[src/include/dma_act_pkg.sv]
// package of register map, field layout and state encodings for the dma activation block
`default_nettype none
package dma_act_pkg;
	// channel count and widths
	localparam int CH_N = 2;
	localparam int CH_W = 1;
	localparam int SRC_N = 8;
	localparam int SRC_W = 3;
	localparam int CNT_W = 16;
	localparam int PRIO_W = 3;
	// per-channel register block: byte offset of block n is n * CH_STRIDE
	localparam logic [7:0] CH_STRIDE = 8'h10;
	localparam logic [7:0] OFF_MODE = 8'h00;
	localparam logic [7:0] OFF_SRC_SEL = 8'h04;
	localparam logic [7:0] OFF_COUNT = 8'h08;
	// shared registers
	localparam logic [7:0] OFF_CPU_PC = 8'h20;
	localparam logic [7:0] OFF_STATUS = 8'h24;
	// channel_mode_control fields
	localparam int MODE_EN_BIT = 15;
	localparam int MODE_ACT_LSB = 6;
	localparam int MODE_FCE_BIT = 5;
	localparam int MODE_PRIO_LSB = 0;
	// request_source_select_reg fields
	localparam int SRC_SEL_LSB = 0;
	localparam int SRC_SAMP_BIT = 8;
	// cpu_priority_ctrl_reg fields
	localparam int CPU_PC_EN_BIT = 0;
	// status fields
	localparam int STAT_REQ_LSB = 0;
	localparam int STAT_EN_LSB = 8;
	localparam int STAT_HOLD_BIT = 16;
	// reset values
	localparam logic [1:0] ACT_RESET = 2'h0;
	localparam logic [PRIO_W-1:0] PRIO_RESET = 3'h0;
	localparam logic [CNT_W-1:0] CNT_RESET = 16'h0000;
	// activation source encodings
	localparam logic [1:0] ACT_AUTO_STEAL = 2'h0;
	localparam logic [1:0] ACT_AUTO_BURST = 2'h1;
	localparam logic [1:0] ACT_PERIPH = 2'h2;
	localparam logic [1:0] ACT_EXT = 2'h3;
	// transfer engine states
	typedef enum logic [1:0] {ST_IDLE, ST_XFER, ST_RELEASE} xfer_state_t;
endpackage
`default_nettype wire

[src/include/word_stream_if.sv]
// interface carrying words into and out of the two-entry buffer
`timescale 1ns/1ps
`default_nettype none
interface word_stream_if;
	logic in_valid; // engine offers a word
	logic in_ready; // buffer has room
	logic [31:0] in_data;
	logic out_valid; // buffer holds a word
	logic out_ready; // receiver takes it
	logic [31:0] out_data;
	// engine side fills and takes words from the output
	modport fill (output in_valid, output in_data, input in_ready,
		input out_valid, input out_data, output out_ready);
	// buffer side
	modport store (input in_valid, input in_data, output in_ready,
		output out_valid, output out_data, input out_ready);
endinterface
`default_nettype wire

[src/verilog/dma_channel_activation_priority.sv]
// dma channel activation, source flag clearing and cpu priority masking
// Summary of operation
// activation field picks steal, burst, peripheral, external
// peripheral mode uses request source select register
// external mode samples per request sampling select
// flag clear enable only matters in peripheral mode
// clear enable 0 leaves peripheral flag set
// clear enable 1 clears peripheral flag on transfer
// bits four and three read zero, ignore writes
// priority field is binary level zero to seven
// cpu priority at or above channel masks request
// every channel keeps its own priority
// priority masking only when cpu control enabled
// stealing releases bus each transfer, burst keeps it
//
// Added by the designer: register access over AHB-Lite and the register offsets.
`timescale 1ns/1ps
`default_nettype none
module dma_channel_activation_priority
	import dma_act_pkg::*;
(
	input wire logic hclk,
	input wire logic hresetn,
	input wire logic hsel,
	input wire logic [31:0] haddr,
	input wire logic [1:0] htrans,
	input wire logic hwrite,
	input wire logic [2:0] hsize,
	input wire logic [31:0] hwdata,
	input wire logic hready,
	output logic hreadyout,
	output logic hresp,
	output logic [31:0] hrdata,
	input wire logic [SRC_N-1:0] periph_irq,
	output logic [SRC_N-1:0] periph_flag_clr,
	input wire logic [CH_N-1:0] ext_req_n,
	input wire logic [PRIO_W-1:0] cpu_priority,
	output logic src_rd,
	input wire logic [31:0] src_data,
	output logic bus_hold,
	output logic [CH_W-1:0] active_ch,
	output logic out_valid,
	input wire logic out_ready,
	output logic [31:0] out_data
);
	// per-channel control state and the shared cpu priority control enable
	logic [CH_N-1:0] ch_en_r; // channel armed
	logic [1:0] act_r [CH_N]; // activation source
	logic [CH_N-1:0] fce_r; // source flag clear enable
	logic [PRIO_W-1:0] prio_r [CH_N]; // channel priority level
	logic [SRC_W-1:0] src_sel_r [CH_N]; // peripheral interrupt source
	logic [CH_N-1:0] samp_r; // external sampling method
	logic [CNT_W-1:0] cnt_r [CH_N]; // words left
	logic cpu_pc_en_r; // cpu priority control enable
	// bus slave state
	logic wr_pend_r; // write data phase in progress
	logic [7:0] wr_addr_r;
	logic rd_pend_r; // read wait cycle in progress
	logic [7:0] rd_addr_r;
	logic [31:0] hrdata_r;
	logic accept;
	logic [2:0] hsize_unused;
	// transfer engine state
	xfer_state_t state_r;
	logic [CH_W-1:0] cur_r; // channel owning the bus
	logic [SRC_N-1:0] flag_clr_r; // one-cycle flag clear strobes
	logic [CH_N-1:0] ch_req; // request per channel after cpu priority masking
	logic [CH_N-1:0] ext_req; // sampled external requests
	logic [CH_N-1:0] consume; // transfer taken per channel
	logic xfer_go; // one word moves this cycle
	logic last_word;
	logic [CH_W-1:0] pick;
	logic pick_any;

	word_stream_if wbuf ();

	// decide whether cpu priority masks a channel
	function automatic logic cpu_masks(input logic en, input logic [PRIO_W-1:0] cpu,
			input logic [PRIO_W-1:0] ch);
		// binary compare of levels, higher code wins
		cpu_masks = en && (cpu >= ch);
	endfunction

	// whether an address is the register at offset off in the block of channel c
	function automatic logic ch_hit(input logic [7:0] a, input int c, input logic [7:0] off);
		ch_hit = (a == CH_STRIDE * c[7:0] + off);
	endfunction

	// ------------------------------------------------------------
	// ahb-lite slave: writes land at the end of their data phase,
	// reads take one wait cycle so they always see committed writes
	// ------------------------------------------------------------
	assign accept = hsel && hready && htrans[1];
	assign hsize_unused = hsize; // only whole words are issued
	assign hreadyout = !rd_pend_r;
	assign hresp = 1'b0;
	assign hrdata = hrdata_r;

	// address phase capture
	always_ff @(posedge hclk or negedge hresetn) begin
		if (!hresetn) begin
			wr_pend_r <= 1'b0;
			rd_pend_r <= 1'b0;
			wr_addr_r <= 8'h00;
			rd_addr_r <= 8'h00;
		end else begin
			wr_pend_r <= accept && hwrite;
			rd_pend_r <= accept && !hwrite;
			if (accept) begin
				wr_addr_r <= haddr[7:0];
				rd_addr_r <= haddr[7:0];
			end
		end
	end

	// read data mux, loaded during the wait cycle
	always_ff @(posedge hclk or negedge hresetn) begin
		if (!hresetn) begin
			hrdata_r <= 32'h0000_0000;
		end else if (rd_pend_r) begin
			// unmapped addresses read zero
			hrdata_r <= 32'h0000_0000;
			for (int c = 0; c < CH_N; c++) begin
				if (ch_hit(rd_addr_r, c, OFF_MODE)) begin
					// bits four and three always come back zero
					hrdata_r[MODE_EN_BIT] <= ch_en_r[c];
					hrdata_r[MODE_ACT_LSB +: 2] <= act_r[c];
					hrdata_r[MODE_FCE_BIT] <= fce_r[c];
					hrdata_r[MODE_PRIO_LSB +: PRIO_W] <= prio_r[c];
				end
				if (ch_hit(rd_addr_r, c, OFF_SRC_SEL)) begin
					hrdata_r[SRC_SEL_LSB +: SRC_W] <= src_sel_r[c];
					hrdata_r[SRC_SAMP_BIT] <= samp_r[c];
				end
				if (ch_hit(rd_addr_r, c, OFF_COUNT)) begin
					hrdata_r[CNT_W-1:0] <= cnt_r[c];
				end
			end
			if (rd_addr_r == OFF_CPU_PC) begin
				hrdata_r[CPU_PC_EN_BIT] <= cpu_pc_en_r;
			end
			if (rd_addr_r == OFF_STATUS) begin
				hrdata_r[STAT_REQ_LSB +: CH_N] <= ch_req;
				hrdata_r[STAT_EN_LSB +: CH_N] <= ch_en_r;
				hrdata_r[STAT_HOLD_BIT] <= bus_hold;
			end
		end
	end

	// shared cpu priority control register
	always_ff @(posedge hclk or negedge hresetn) begin
		if (!hresetn) cpu_pc_en_r <= 1'b0;
		else if (wr_pend_r && wr_addr_r == OFF_CPU_PC) cpu_pc_en_r <= hwdata[CPU_PC_EN_BIT];
	end

	// per-channel configuration, each channel with its own copy
	always_ff @(posedge hclk or negedge hresetn) begin
		if (!hresetn) begin
			for (int c = 0; c < CH_N; c++) begin
				act_r[c] <= ACT_RESET;
				prio_r[c] <= PRIO_RESET;
				src_sel_r[c] <= '0;
			end
			fce_r <= '0;
			samp_r <= '0;
		end else begin
			for (int c = 0; c < CH_N; c++) begin
				if (wr_pend_r && ch_hit(wr_addr_r, c, OFF_MODE)) begin
					// writes to bits four and three are dropped
					act_r[c] <= hwdata[MODE_ACT_LSB +: 2];
					fce_r[c] <= hwdata[MODE_FCE_BIT];
					prio_r[c] <= hwdata[MODE_PRIO_LSB +: PRIO_W];
				end
				if (wr_pend_r && ch_hit(wr_addr_r, c, OFF_SRC_SEL)) begin
					src_sel_r[c] <= hwdata[SRC_SEL_LSB +: SRC_W];
					samp_r[c] <= hwdata[SRC_SAMP_BIT];
				end
			end
		end
	end

	// enable and count: software write wins over the end-of-count clear
	always_ff @(posedge hclk or negedge hresetn) begin
		if (!hresetn) begin
			ch_en_r <= '0;
			for (int c = 0; c < CH_N; c++) cnt_r[c] <= CNT_RESET;
		end else begin
			for (int c = 0; c < CH_N; c++) begin
				if (consume[c]) begin
					cnt_r[c] <= cnt_r[c] - {{(CNT_W-1){1'b0}}, 1'b1};
					if (last_word) ch_en_r[c] <= 1'b0;
				end
				if (wr_pend_r && ch_hit(wr_addr_r, c, OFF_MODE)) begin
					ch_en_r[c] <= hwdata[MODE_EN_BIT];
				end
				if (wr_pend_r && ch_hit(wr_addr_r, c, OFF_COUNT)) begin
					cnt_r[c] <= hwdata[CNT_W-1:0];
				end
			end
		end
	end

	// ------------------------------------------------------------
	// request generation
	// ------------------------------------------------------------
	for (genvar g = 0; g < CH_N; g++) begin : g_ext
		ext_request_sampler u_sampler (
			.hclk(hclk),
			.hresetn(hresetn),
			.ext_req_n(ext_req_n[g]),
			.request_sampling_sel(samp_r[g]),
			.consume(consume[g]),
			.req(ext_req[g])
		);
	end

	// raw request per activation source, then cpu priority masking
	always_comb begin
		logic raw; // request before masking, reused per channel
		raw = 1'b0;
		for (int c = 0; c < CH_N; c++) begin
			raw = 1'b0;
			case (act_r[c])
				ACT_AUTO_STEAL: raw = 1'b1;
				ACT_AUTO_BURST: raw = 1'b1;
				ACT_PERIPH: raw = periph_irq[src_sel_r[c]];
				ACT_EXT: raw = ext_req[c];
				default: raw = 1'b0;
			endcase
			ch_req[c] = ch_en_r[c] && (cnt_r[c] != CNT_RESET) && raw &&
				!cpu_masks(cpu_pc_en_r, cpu_priority, prio_r[c]);
		end
	end

	// fixed arbitration: lowest channel number wins
	always_comb begin
		pick = '0;
		pick_any = 1'b0;
		for (int c = CH_N - 1; c >= 0; c--) begin
			if (ch_req[c]) begin
				pick = c[CH_W-1:0];
				pick_any = 1'b1;
			end
		end
	end

	// ------------------------------------------------------------
	// transfer engine
	// ------------------------------------------------------------
	assign xfer_go = (state_r == ST_XFER) && ch_req[cur_r] && wbuf.in_ready;
	assign last_word = (cnt_r[cur_r] == {{(CNT_W-1){1'b0}}, 1'b1});
	always_comb begin
		consume = '0;
		consume[cur_r] = xfer_go;
	end

	// bus ownership sequence
	always_ff @(posedge hclk or negedge hresetn) begin
		if (!hresetn) begin
			state_r <= ST_IDLE;
			cur_r <= '0;
		end else begin
			case (state_r)
				ST_IDLE: begin
					if (pick_any) begin
						cur_r <= pick;
						state_r <= ST_XFER;
					end
				end
				ST_XFER: begin
					if (!ch_req[cur_r]) begin
						// request dropped or masked: give the bus back
						state_r <= ST_RELEASE;
					end else if (xfer_go) begin
						// burst keeps the bus until the count ends
						if (act_r[cur_r] != ACT_AUTO_BURST || last_word) begin
							state_r <= ST_RELEASE;
						end
					end
				end
				ST_RELEASE: state_r <= ST_IDLE;
				default: state_r <= ST_IDLE;
			endcase
		end
	end

	// source flag clear strobe, only for peripheral activation
	always_ff @(posedge hclk or negedge hresetn) begin
		if (!hresetn) begin
			flag_clr_r <= '0;
		end else begin
			flag_clr_r <= '0;
			if (xfer_go && act_r[cur_r] == ACT_PERIPH && fce_r[cur_r]) begin
				flag_clr_r[src_sel_r[cur_r]] <= 1'b1;
			end
			// with clear enable low the flag is left for the cpu
		end
	end

	// data path through the two-entry buffer
	assign wbuf.in_valid = xfer_go;
	assign wbuf.in_data = src_data;
	assign wbuf.out_ready = out_ready;
	word_buffer u_buffer (
		.hclk(hclk),
		.hresetn(hresetn),
		.bus(wbuf.store)
	);

	// block outputs
	assign src_rd = xfer_go;
	assign bus_hold = (state_r == ST_XFER);
	assign active_ch = cur_r;
	assign periph_flag_clr = flag_clr_r;
	assign out_valid = wbuf.out_valid;
	assign out_data = wbuf.out_data;
endmodule
`default_nettype wire

[src/verilog/word_buffer.sv]
// two-entry word buffer with valid/ready on both sides
`timescale 1ns/1ps
`default_nettype none
module word_buffer (
	input wire logic hclk,
	input wire logic hresetn,
	word_stream_if.store bus
);
	logic [31:0] mem [2]; // storage entries
	logic wr_ptr_r; // next slot to fill
	logic rd_ptr_r; // next slot to drain
	logic [1:0] fill_r; // words held
	logic push;
	logic pop;

	// honest flags from the fill count
	assign bus.in_ready = (fill_r != 2'h2);
	assign bus.out_valid = (fill_r != 2'h0);
	assign bus.out_data = mem[rd_ptr_r];
	assign push = bus.in_valid && bus.in_ready;
	assign pop = bus.out_valid && bus.out_ready;

	// entry storage
	always_ff @(posedge hclk or negedge hresetn) begin
		if (!hresetn) begin
			mem[0] <= 32'h0000_0000;
			mem[1] <= 32'h0000_0000;
		end else if (push) begin
			mem[wr_ptr_r] <= bus.in_data;
		end
	end

	// pointers and count
	always_ff @(posedge hclk or negedge hresetn) begin
		if (!hresetn) begin
			wr_ptr_r <= 1'b0;
			rd_ptr_r <= 1'b0;
			fill_r <= 2'h0;
		end else begin
			if (push) wr_ptr_r <= ~wr_ptr_r;
			if (pop) rd_ptr_r <= ~rd_ptr_r;
			fill_r <= fill_r + {1'b0, push} - {1'b0, pop};
		end
	end
endmodule
`default_nettype wire

[src/verilog/ext_request_sampler.sv]
// synchroniser and level/edge sampler for one external request pin
`timescale 1ns/1ps
`default_nettype none
module ext_request_sampler (
	input wire logic hclk,
	input wire logic hresetn,
	input wire logic ext_req_n, // asynchronous, active low
	input wire logic request_sampling_sel, // 0 low level, 1 falling edge
	input wire logic consume, // a transfer took the request
	output logic req
);
	logic meta_r; // first stage, read only by sync_r
	logic sync_r; // second stage
	logic prev_r; // previous synchronised level
	logic edge_pend_r; // latched falling edge

	// two-flop synchroniser plus history for edge detection
	always_ff @(posedge hclk or negedge hresetn) begin
		if (!hresetn) begin
			meta_r <= 1'b1;
			sync_r <= 1'b1;
			prev_r <= 1'b1;
		end else begin
			meta_r <= ext_req_n;
			sync_r <= meta_r;
			prev_r <= sync_r;
		end
	end

	// edge latch: a new edge beats a consume in the same cycle
	always_ff @(posedge hclk or negedge hresetn) begin
		if (!hresetn) edge_pend_r <= 1'b0;
		else if (prev_r && !sync_r) edge_pend_r <= 1'b1;
		else if (consume) edge_pend_r <= 1'b0;
	end

	// chosen sampling method decides what counts as a request
	assign req = request_sampling_sel ? edge_pend_r : !sync_r;
endmodule
`default_nettype wire

[config.mk]
export PLATFORM = sky130hd
export DESIGN_NAME = dma_channel_activation_priority
export DESIGN_NICKNAME = d
export VERILOG_FILES = /design/src/include/dma_act_pkg.sv /design/src/include/word_stream_if.sv /design/src/verilog/dma_channel_activation_priority.sv /design/src/verilog/word_buffer.sv /design/src/verilog/ext_request_sampler.sv
export SDC_FILE = /design/constraint.sdc
export NUM_CORES = 1
export LEC_CHECK = 0
export BUFFER_PORTS_ARGS = -buffer_cell sky130_fd_sc_hd__buf_2
export CAP_MARGIN = 20
export CORE_MARGIN = 2
export CORE_UTILIZATION = 40
export CTS_BUF_LIST = sky130_fd_sc_hd__clkbuf_16
export DETAILED_ROUTE_END_ITERATION = 12
export PLACE_DENSITY = 0.66
export SKIP_LAST_GASP = 1
export SLEW_MARGIN = 20
export SYNTH_ARGS = -nofsm -noshare
export SYNTH_HDL_FRONTEND = slang
export SYNTH_SLANG_ARGS = --single-unit
[constraint.sdc]
create_clock -name hclk -period 3.9 [get_ports hclk]
set_clock_uncertainty 0.2 [all_clocks]
set_input_delay 0.195 -clock hclk [delete_from_list [all_inputs] [get_ports hclk]]
set_output_delay 0.195 -clock hclk [all_outputs]
set_load 0.005 [all_outputs]
# --- Word level (Yosys, flattened, before mapping) ---
# Cells that the tools add are included.
totals:
  ff_bits: 169
  input_bits: 120
  output_inout_bits: 78
  elab_cells: 205
op_classes:
  n_addsub: 4
  magnitude_cmp: 12
  n_eq_ne: 21
  n_mux: 69
  n_bitwise: 6
  n_reduce_logical: 58
op_table:
  columns: ["cell", "n"]
  rows:
  - ["$mux 16", 9]
  - ["$mux 32", 4]
  - ["$bwmux 64", 1]
  - ["$demux 32 s1", 1]
  - ["$reduce_bool 16->1", 2]
  - ["$sub 16x1->16 const B", 2]
  - ["$logic_and 1x1->1", 30]
  - ["$mux 1", 28]
  - ["$mux 3", 9]
  - ["$eq 8x5->1 const B", 3]
  - ["$mux 2", 9]
  - ["$reduce_bool 2->1", 9]
  - ["$eq 16x1->1 const B", 1]
  - ["$eq 8x6->1 const B", 2]
  - ["$lt 3x4->1 const B", 3]
  - ["$eq 2x2->1 const B", 5]
  - ["$eq 8x3->1 const B", 1]
  - ["$eq 8x4->1 const B", 1]
  - ["$logic_not 8->1", 1]
  - ["$mux 8", 1]
  - ["$bmux 1 s3", 2]
  - ["$eq 2x1->1 const B", 3]
  - ["$ge 2x2->1 const B", 3]
  - ["$ge 3x3->1", 2]
  - ["other kinds (22)", 38]

# --- Longest topological paths before layout ---
# Gate-level depths: netlist of the first run.
depth:
  word_depth: 12
  mapped_depth: 11
  mapped_depth_nobuf: 10

# --- Cells and area by module ---
# Synthesis of the first run repeated with hierarchy kept, for this count alone.
hier_totals:
  cells_unflattened: 767
  area_unflattened_um2: 8645.8
by_module_without_submodules:
  columns: ["module", "instances", "cells_each", "area_each_um2", "seq_area_each_um2"]
  rows:
  - ["dma_channel_activation_priority", 1, 555, 5367.6, 2327.2]
  - ["word_buffer", 1, 194, 3012.9, 1701.6]
  - ["ext_request_sampler", 2, 9, 132.6, 103.8]

# --- Worst setup path before layout of the first run ---
# No wires, ideal clock.
synth_path:
  path_kind: "register to register"
  startpoint: "reg cnt_r[4] (netlist bit)"
  endpoint: "reg u_buffer.mem[32] (netlist bit)"
  setup_ns: 0.125
  t_arrival_ns: 2.382
  slack_ns: 1.193
  stages_incl_launch_ff: 10
  path_buffers: 2
  period_less_slack_ns: 2.707
  path_cell_list: "dfrtp_1 or4_4 nand2b_4 o31a_1 nand2_4 o21bai_4 nor2b_4 buf_6 buf_12 mux2_4"
synth_via:
  elab_chain_len: 9
synth_lines:
  columns: ["element", "line", "text"]
  rows:
  - ["from (decl)", "dma_channel_activation_priority.sv:53", "logic [CNT_W-1:0] cnt_r [CH_N];"]
  - ["from (signal, indexed assignment)", "dma_channel_activation_priority.sv:190", "cnt_r[c] <= cnt_r[c] - {{(CNT_W-1){1'b0}}, 1'b1};"]
  - ["from (signal, indexed assignment)", "dma_channel_activation_priority.sv:197", "cnt_r[c] <= hwdata[CNT_W-1:0];"]
  - ["$reduce_bool 16->1", "dma_channel_activation_priority.sv:230", "ch_req[c] = ch_en_r[c] && (cnt_r[c] != CNT_RESET) && raw &&"]
  - ["$logic_and 1x1->1 (3 in a row)", "dma_channel_activation_priority.sv:230", null]
  - ["$mux 1 (implied by the code) (2 in a row)", "dma_channel_activation_priority.sv:250", "assign xfer_go = (state_r == ST_XFER) && ch_req[cur_r] && wbuf.in_ready;"]
  - ["$logic_and 1x1->1 (2 in a row)", "dma_channel_activation_priority.sv:250", null]
  - ["net src_rd", "dma_channel_activation_priority.sv:38", "output logic src_rd,"]
  - ["$logic_and 1x1->1", "word_buffer.sv:20", "assign push = bus.in_valid && bus.in_ready;"]
  - ["to (signal, indexed assignment)", "word_buffer.sv:29", "mem[wr_ptr_r] <= bus.in_data;"]
  - ["to (decl)", "word_buffer.sv:9", "logic [31:0] mem [2];"]
# The timed path passes the listed nets, and every way through them passes these cells. The select of a mux whose other input is x is not followed.
# A chain may end at the register's enable or synchronous reset.

# --- Final worst setup path of the first run ---
layout_path:
  startpoint: "reg prio_r[5] (netlist bit)"
  endpoint: "reg u_buffer.mem[38] (netlist bit)"
layout_via:
  elab_chain_len: 9
layout_lines:
  columns: ["element", "line", "text"]
  rows:
  - ["from (decl)", "dma_channel_activation_priority.sv:50", "logic [PRIO_W-1:0] prio_r [CH_N];"]
  - ["from (signal, indexed assignment)", "dma_channel_activation_priority.sv:172", "prio_r[c] <= hwdata[MODE_PRIO_LSB +: PRIO_W];"]
  - ["$ge 3x3->1", "dma_channel_activation_priority.sv:81", "cpu_masks = en && (cpu >= ch);"]
  - ["$logic_and 1x1->1", "dma_channel_activation_priority.sv:81", null]
  - ["$logic_not 1->1", "dma_channel_activation_priority.sv:231", "!cpu_masks(cpu_pc_en_r, cpu_priority, prio_r[c]);"]
  - ["$logic_and 1x1->1", "dma_channel_activation_priority.sv:230", null]
  - ["$mux 1 (implied by the code) (2 in a row)", "dma_channel_activation_priority.sv:250", null]
  - ["$logic_and 1x1->1 (2 in a row)", "dma_channel_activation_priority.sv:250", null]
  - ["$logic_and 1x1->1", "word_buffer.sv:20", null]
# Every way passes these cells. The select of a mux whose other input is x is not followed.

==> flow_summary.toml, run 1 <==
[synth]
synth-simple-area-share_pct = 12.7
synth_area_sq_um = 8550
synth_cell_types = 66
ys_seq_area_share_pct = 49.5
synthArstFlopShare_pct = 100
synth_cells = 754
synth_edf_count = 0
synth_xor_area_share_pct = 3.17
muxShareOfSynthArea_pct = 19.1
ys_ff_latch = 169
yosys_warnings = 0
synth_fa_ha_area_share_pct = 1.46
synth_compound_area_share_pct = 9.20
synth_ff_type = "dfrtp_1"
synth_top_family_by_area = "multiplexers"
syn_avg_cell_area_sq_um = 11.3

[finish]
nNetsFinal = 1087
syn_to_final_growth_pct = 24.9
n_antenna_cell = 0
layout-drive-gt1-share_pct = 34.8
fin_util_pct = 50.8

[sta]
maxClockFrequency_mhz = 278
setup_viol = 0
tns_ns = 0
finalHoldViolCount = 0
finalMaxSlewViolations = 0
rsz0062_at_grt = "false"
holdWs_ns = 0.116
finalCritPeriodShare_pct = 92.2
tightest_slew_ns = 0.982
relSlewSlack_pct = 34.0
period_minus_slack_ns = 3.60
worst_slack_ns = 0.304

[drt]
ant_nets = 0
vias = 6471
wl_per_cell_um = 17.5
drtPass1Iterations = 5
drt-total-wl_mm = 21.8
drt_iter0_markers = 389
vias_per_cell = 5.20
drc = 0

[die]
die_area_sq_um = 22600
io_pins = 198
coreArea_sq_um = 21000
die_w_um = 150
rows = 53
fp.dieH_um = 150
start_util_pct = 40.7

[critical_path]
cp_max_fo = 20
crit_path_end_kind = "register"
arrival_ns = 3.71
reg2reg_from = "prio_r[5]"
crit_start = "prio_r[5]"
reg2reg_slack_ns = 0.30
r2r_cells = 10
crit_type = "reg2reg"
regToRegEndpoint = "u_buffer.mem[38]"
crit_path_start_kind = "register"
cp_data_required_time_ns = 4.01

[global_routing]
grt_max_degree = 92
grt_first_pass_wirelength_mm = 34.9
grt.overflow.total = 0
grt_antenna_before_repair = 0
grt_pass1_vias = 6513
grtUsageTotal_pct = 20.1

[power]
p_leak_nw = 4.75
finalPower_w = 0.00618
power_density_nw_per_um2 = 579
vdd_drop_max_v = 0.000299

[cts]
tritoncts = "built"
ctsLongestPathBuffers = 2
cts_post_setup_buffers_inserted = 0
numCtsBuffers = 17
clock_sinks = 169
root_buffer = "clkbuf_16"
clk_pin_slew_worst_paths_ns = 0.07
clkLatencyLatePin_ns = 0.43
htreeDepth = 4

[place]
place_congestion = 0.904
place_hpwl_mm = 15.3
pre_cts_ws_ns = 0.324
place.port_buffers = 137

[worst_hold_path]
min_path_cells = 3
holdCritStartpoint = "htrans[1]"
holdPathEnd = "wr_pend_r"
hp-class = "in2reg"

[run]
maxCapViolations = 0

[status]
status = "finished clean"
[kinds of logic (layout without fill, tap and decap cells)]
logic type                 after synthesis  in the layout
and+or+nand+nor                        214            214
xor gates and xnor gates                31             31
muxes                                  136            136
DFF                                    169            169
other                                    1             16
buffers and inverters                   74            275
adders and majority gates               10             10
AOI/OAI and AO/OA                      119            119
[cells in the mapped netlist, types with 16 or more instances]
master	instances	area share [%]
a21oi_1	22	1.3
buf_4	21	1.8
clkbuf_1	24	1.1
dfrtp_1	163	48
inv_1	23	1.0
mux2_2	98	13
mux2_4	30	5.3
nand2_1	50	2.2
nand3_1	16	0.94
nor2_1	65	2.9
o21ai_0	38	2.2
xor2_1	18	1.8
[layout by cell type, fill, tap and decap left out, drive strengths merged, types with 4 or more instances in the layout]
cell	synthesis	layout
nand4b	5	5
mux2i	8	8
nor4	10	10
and2	7	7
o21ai	38	38
nand2b	7	7
a21oi	22	22
a31oi	9	9
nor2b	9	9
or3	6	6
nor2	66	66
nand4	4	4
nand3	16	16
dfrtp	163	163
xnor2	13	13
ha	10	10
mux2	128	128
conb	1	16
dfstp	6	6
a221oi	8	8
nand2	51	51
xor2	18	18
clkbuf	24	17
a22oi	9	9
nor3	15	15
inv	23	34
dlygate4sd3	0	61
buf	26	158
[final cells by class]
type                       instances  area [sq um]
fill                            1879         10300
sequential                       169          4240
multi-input combinational        526          3960
timing repair buffer             219          1470
clock buffer                      17           425
tap                              275           344
clock inverter                    15           149
inverter                          24          90.1
[report_power, final]
| part | total (W) | internal (W) | switching (W) |
|---|---|---|---|
| combinational | 0.00187 | 0.00112 | 0.000748 |
| clock | 0.00165 | 0.000855 | 0.000790 |
| sequential | 0.00267 | 0.00224 | 0.000422 |
| total | 0.00618 | 0.00422 | 0.00196 |
[flip-flops by register name, summed over array words and instances, names as in the netlist, 4 cells and up]
register	cells
u_buffer.mem	64
cnt_r	32
hrdata	17
periph_flag_clr	8
rd_addr_r	8
prio_r	6
src_sel_r	6
act_r	4
[stage by stage]
step | instances | cell area, sq um
floorplan | 769 | 8610
global placement | 1152 | 9490
detailed placement | 1152 | 9490
CTS | 1245 | 10700
global route | 1245 | 10700
finish | 1245 | 10700
[worst max path at each step]
stage	to	slack, ns
floorplan	u_buffer.mem[32]	1.19
global placement	u_buffer.mem[37]	0.37
detailed placement	u_buffer.mem[38]	0.32
CTS	u_buffer.mem[38]	0.31
global route	u_buffer.mem[38]	0.20
finish	u_buffer.mem[38]	0.30
[repair_timing]
action	4_1_cts	5_1_grt
gates resized for setup	0	0
endpoints found under the hold margin	219	0
hold buffers	61	0
[worst max-delay path: stages, from the launching register on]
cell and delay (ns):
dfrtp_1 0.37, inv_1 0.05, ha_1 0.28, a21o_1 0.18, a31oi_1 0.26, o221ai_1 0.23, nor2_2 0.19, o21bai_4 0.14
nor2b_4 0.78, buf_4 0.41, mux2_2 0.37
[layer usage]
layer  routed length, um  global-route usage, %  vias up
met1                9850                   27.2     3182
met3                1090                   3.88       30
met5                   0                      0        -
met4                 404                   6.46        0
li1                    -                      -     3078
met2               10500                   32.6      181
Note: power is estimated with default switching activity, not from simulation.
==> run 2: changes to the inputs <==
--- a/config.mk
+++ b/config.mk
@@ -16,4 +16,5 @@
 export SLEW_MARGIN = 20
 export SYNTH_ARGS = -nofsm -noshare
 export SYNTH_HDL_FRONTEND = slang
+export SYNTH_HIERARCHICAL = 1
 export SYNTH_SLANG_ARGS = --single-unit
==> flow_summary.toml, run 2 <==
[cts]
tritoncts = "built"
root_buffer = "clkbuf_16"
clk_pin_slew_worst_paths_ns = 0.07
ctsLongestPathBuffers = 2
htreeDepth = 4
clock_sinks = 169
numCtsBuffers = 17
clkLatencyLatePin_ns = 0.43

[finish]
largest_register_ffs = 64
syn_to_final_growth_pct = 24.9
fillers = 1904
mostFrequentLayoutCells = "163 x dfrtp_1, 136 x buf_2, 113 x mux2_2"
layout_commonest_cell = "dfrtp_1"
fin_util_pct = 51.2
nNetsFinal = 1098
layout-drive-gt1-share_pct = 34.0
n_antenna_cell = 0
regMostFlops = "u_buffer/mem"

[drt]
vias = 6698
vias_per_cell = 5.33
wl_per_cell_um = 17.4
ant_nets = 0
drtPass1Iterations = 5
drt_iter0_markers = 494
drt-total-wl_mm = 21.9
drc = 0

[die]
fp.dieH_um = 151
die_area_sq_um = 22800
start_util_pct = 41.0
rows = 53
io_pins = 198
coreArea_sq_um = 21100
die_w_um = 151

[synth]
synth_cells = 767
ys_top_cells_by_count = "163 x dfrtp_1, 113 x mux2_2, 62 x nor2_1"
synth_edf_count = 0
synthArstFlopShare_pct = 100
yosysTopAreaCell = "dfrtp_1"
synth_cell_types = 79
synth_area_leaders = "dfrtp_1 47%, mux2_2 15%, nor2_1 2.7%, mux2_1 2.3%, nand2_1 2.0%"
synth_area_sq_um = 8650
synth_top_area_share_pct = 47.2
ys_seq_area_share_pct = 49.0
synth_ff_type = "dfrtp_1"
ys_ff_latch = 169
synthMostInstantiatedCell = "dfrtp_1"
yosys_warnings = 6
syn_avg_cell_area_sq_um = 11.3

[global_routing]
grt_max_degree = 87
grt_first_pass_wirelength_mm = 34.8
grtUsageTotal_pct = 19.9
grt_pass1_vias = 6684
grt_antenna_before_repair = 0
grt.overflow.total = 0

[place]
place_congestion = 0.883
place.port_buffers = 137
place_hpwl_mm = 15.4

[power]
internal-power_w = 0.00433
seqPwrFrac_pct = 42.5
p_comb_share_pct = 30.8
clkPwrFrac_pct = 26.7
finalPower_w = 0.00638
sw_frac_of_total_pct = 32.0
vdd_drop_max_v = 0.000331
power_density_nw_per_um2 = 590
p_switching_w = 0.00204
p_leak_nw = 4.73

[critical_path]
cp_data_required_time_ns = 4.01
cp_max_fo = 33
reg2reg_slack_ns = 0.38
reg2reg_from = "prio_r[0]"
r2r_cells = 12
arrival_ns = 3.63
regToRegEndpoint = "u_buffer/mem[44]"
crit_path_end_kind = "register"
crit_type = "reg2reg"
crit_path_start_kind = "register"

[run]
maxCapViolations = 0

[sta]
period_minus_slack_ns = 3.52
relSlewSlack_pct = 46.2
tns_ns = 0
maxClockFrequency_mhz = 284
finalMaxSlewViolations = 0
finalCritPeriodShare_pct = 90.2
tightest_slew_ns = 0.807
rsz0062_at_grt = "false"
setup_viol = 0
finalHoldViolCount = 0

[worst_hold_path]
min_path_cells = 3
hp-class = "in2reg"
holdPathEnd = "rd_pend_r"
holdCritStartpoint = "hready"

[status]
status = "finished clean"
==> run 2: cell count changes after synthesis, sizes merged, moves of 7 or more <==
cell    change
a21oi      -10
clkbuf      -7
nor3        +7
a31oi       +9
buf         +9
or4         +9
a22oi       -7
or3         +7
xor2       -16
==> run 2: worst max path at each step <==
stage	from	endpoint	slack [ns]
after floorplan	prio_r[0]	u_buffer/mem[54]	0.43
after global placement	prio_r[0]	u_buffer/mem[41]	0.36
after detailed placement	prio_r[0]	u_buffer/mem[44]	0.29
after CTS	prio_r[0]	u_buffer/mem[44]	0.27
after global routing	prio_r[0]	u_buffer/mem[44]	0.10
final	prio_r[0]	u_buffer/mem[44]	0.38
==> run 2: cells by family after synthesis <==
logic type	after synthesis	share of synthesized area [%]
other	1	0.0434
AND/OR/NAND/NOR	235	14.8
buffers and inverters	78	4.83
adder cells (fa/ha/maj)	10	1.45
flip-flops	169	49.0
multiplexers	142	18.9
AO/OA/AOI/OAI	112	8.94
XOR/XNOR	20	2.03
==> run 2: what timing repair did <==
item                                   4_1_cts  5_1_grt
setup endpoints to repair                    0        3
resized for setup                            0        1
hold buffers                                61        0
setup buffers                                0        0
endpoints found under the hold margin      211        0
==> run 2: per-layer routing <==
metal  share of wire (%)  GRT usage [%]
met1                  45           26.8
met4                 1.9           7.24
met5                   0              0
met3                 5.5           4.49
met2                  47           31.8
==> run 2: metrics by stage <==
stage | hold slack (ns) | worst slack (ns) | area [sq um] | instances
2_1_floorplan | -0.301 | 0.426 | 8700 | 782
4_1_cts | 0.0661 | 0.274 | 10800 | 1256
6_report | 0.0820 | 0.384 | 10800 | 1256
3_5_place_dp | 0.102 | 0.286 | 9600 | 1163
5_1_grt | 0.122 | 0.103 | 10800 | 1256
3_3_place_gp | 0.0996 | 0.362 | 9600 | 1163
==> run 2: critical path: stages, from the launching register on <==
cell,delay [ns]
dfrtp_1,0.40
ha_1,0.27
nand2b_1,0.14
a2111oi_0,0.52
o221ai_1,0.32
nor2_2,0.30
mux2i_4,0.11
nor2_1,0.10
buf_4,0.16
inv_2,0.05
nor3_4,0.20
buf_12,0.25
mux2_2,0.37
==> run 2: final cells by class <==
type	count	area (sq um)	share of cell area (%)
Clock inverter	15	163	1.51
Tap cell	275	344	3.19
Clock buffer	17	425	3.94
Sequential cell	169	4240	39.2
Inverter	26	97.6	0.904
Timing Repair Buffer	219	1490	13.7
Multi-Input combinational cell	535	4050	37.5
==> run 2: power groups by stage <==
| stage | clock (W) | combinational [W] | sequential [W] |
|---|---|---|---|
| floorplan | 0 | 0.00136 | 0.00257 |
| global route | 0.00182 | 0.00217 | 0.00279 |
| CTS | 0.00175 | 0.00199 | 0.00271 |
| detailed placement | 0 | 0.00193 | 0.00274 |
| global placement | 0 | 0.00188 | 0.00271 |
| finish | 0.00170 | 0.00197 | 0.00271 |
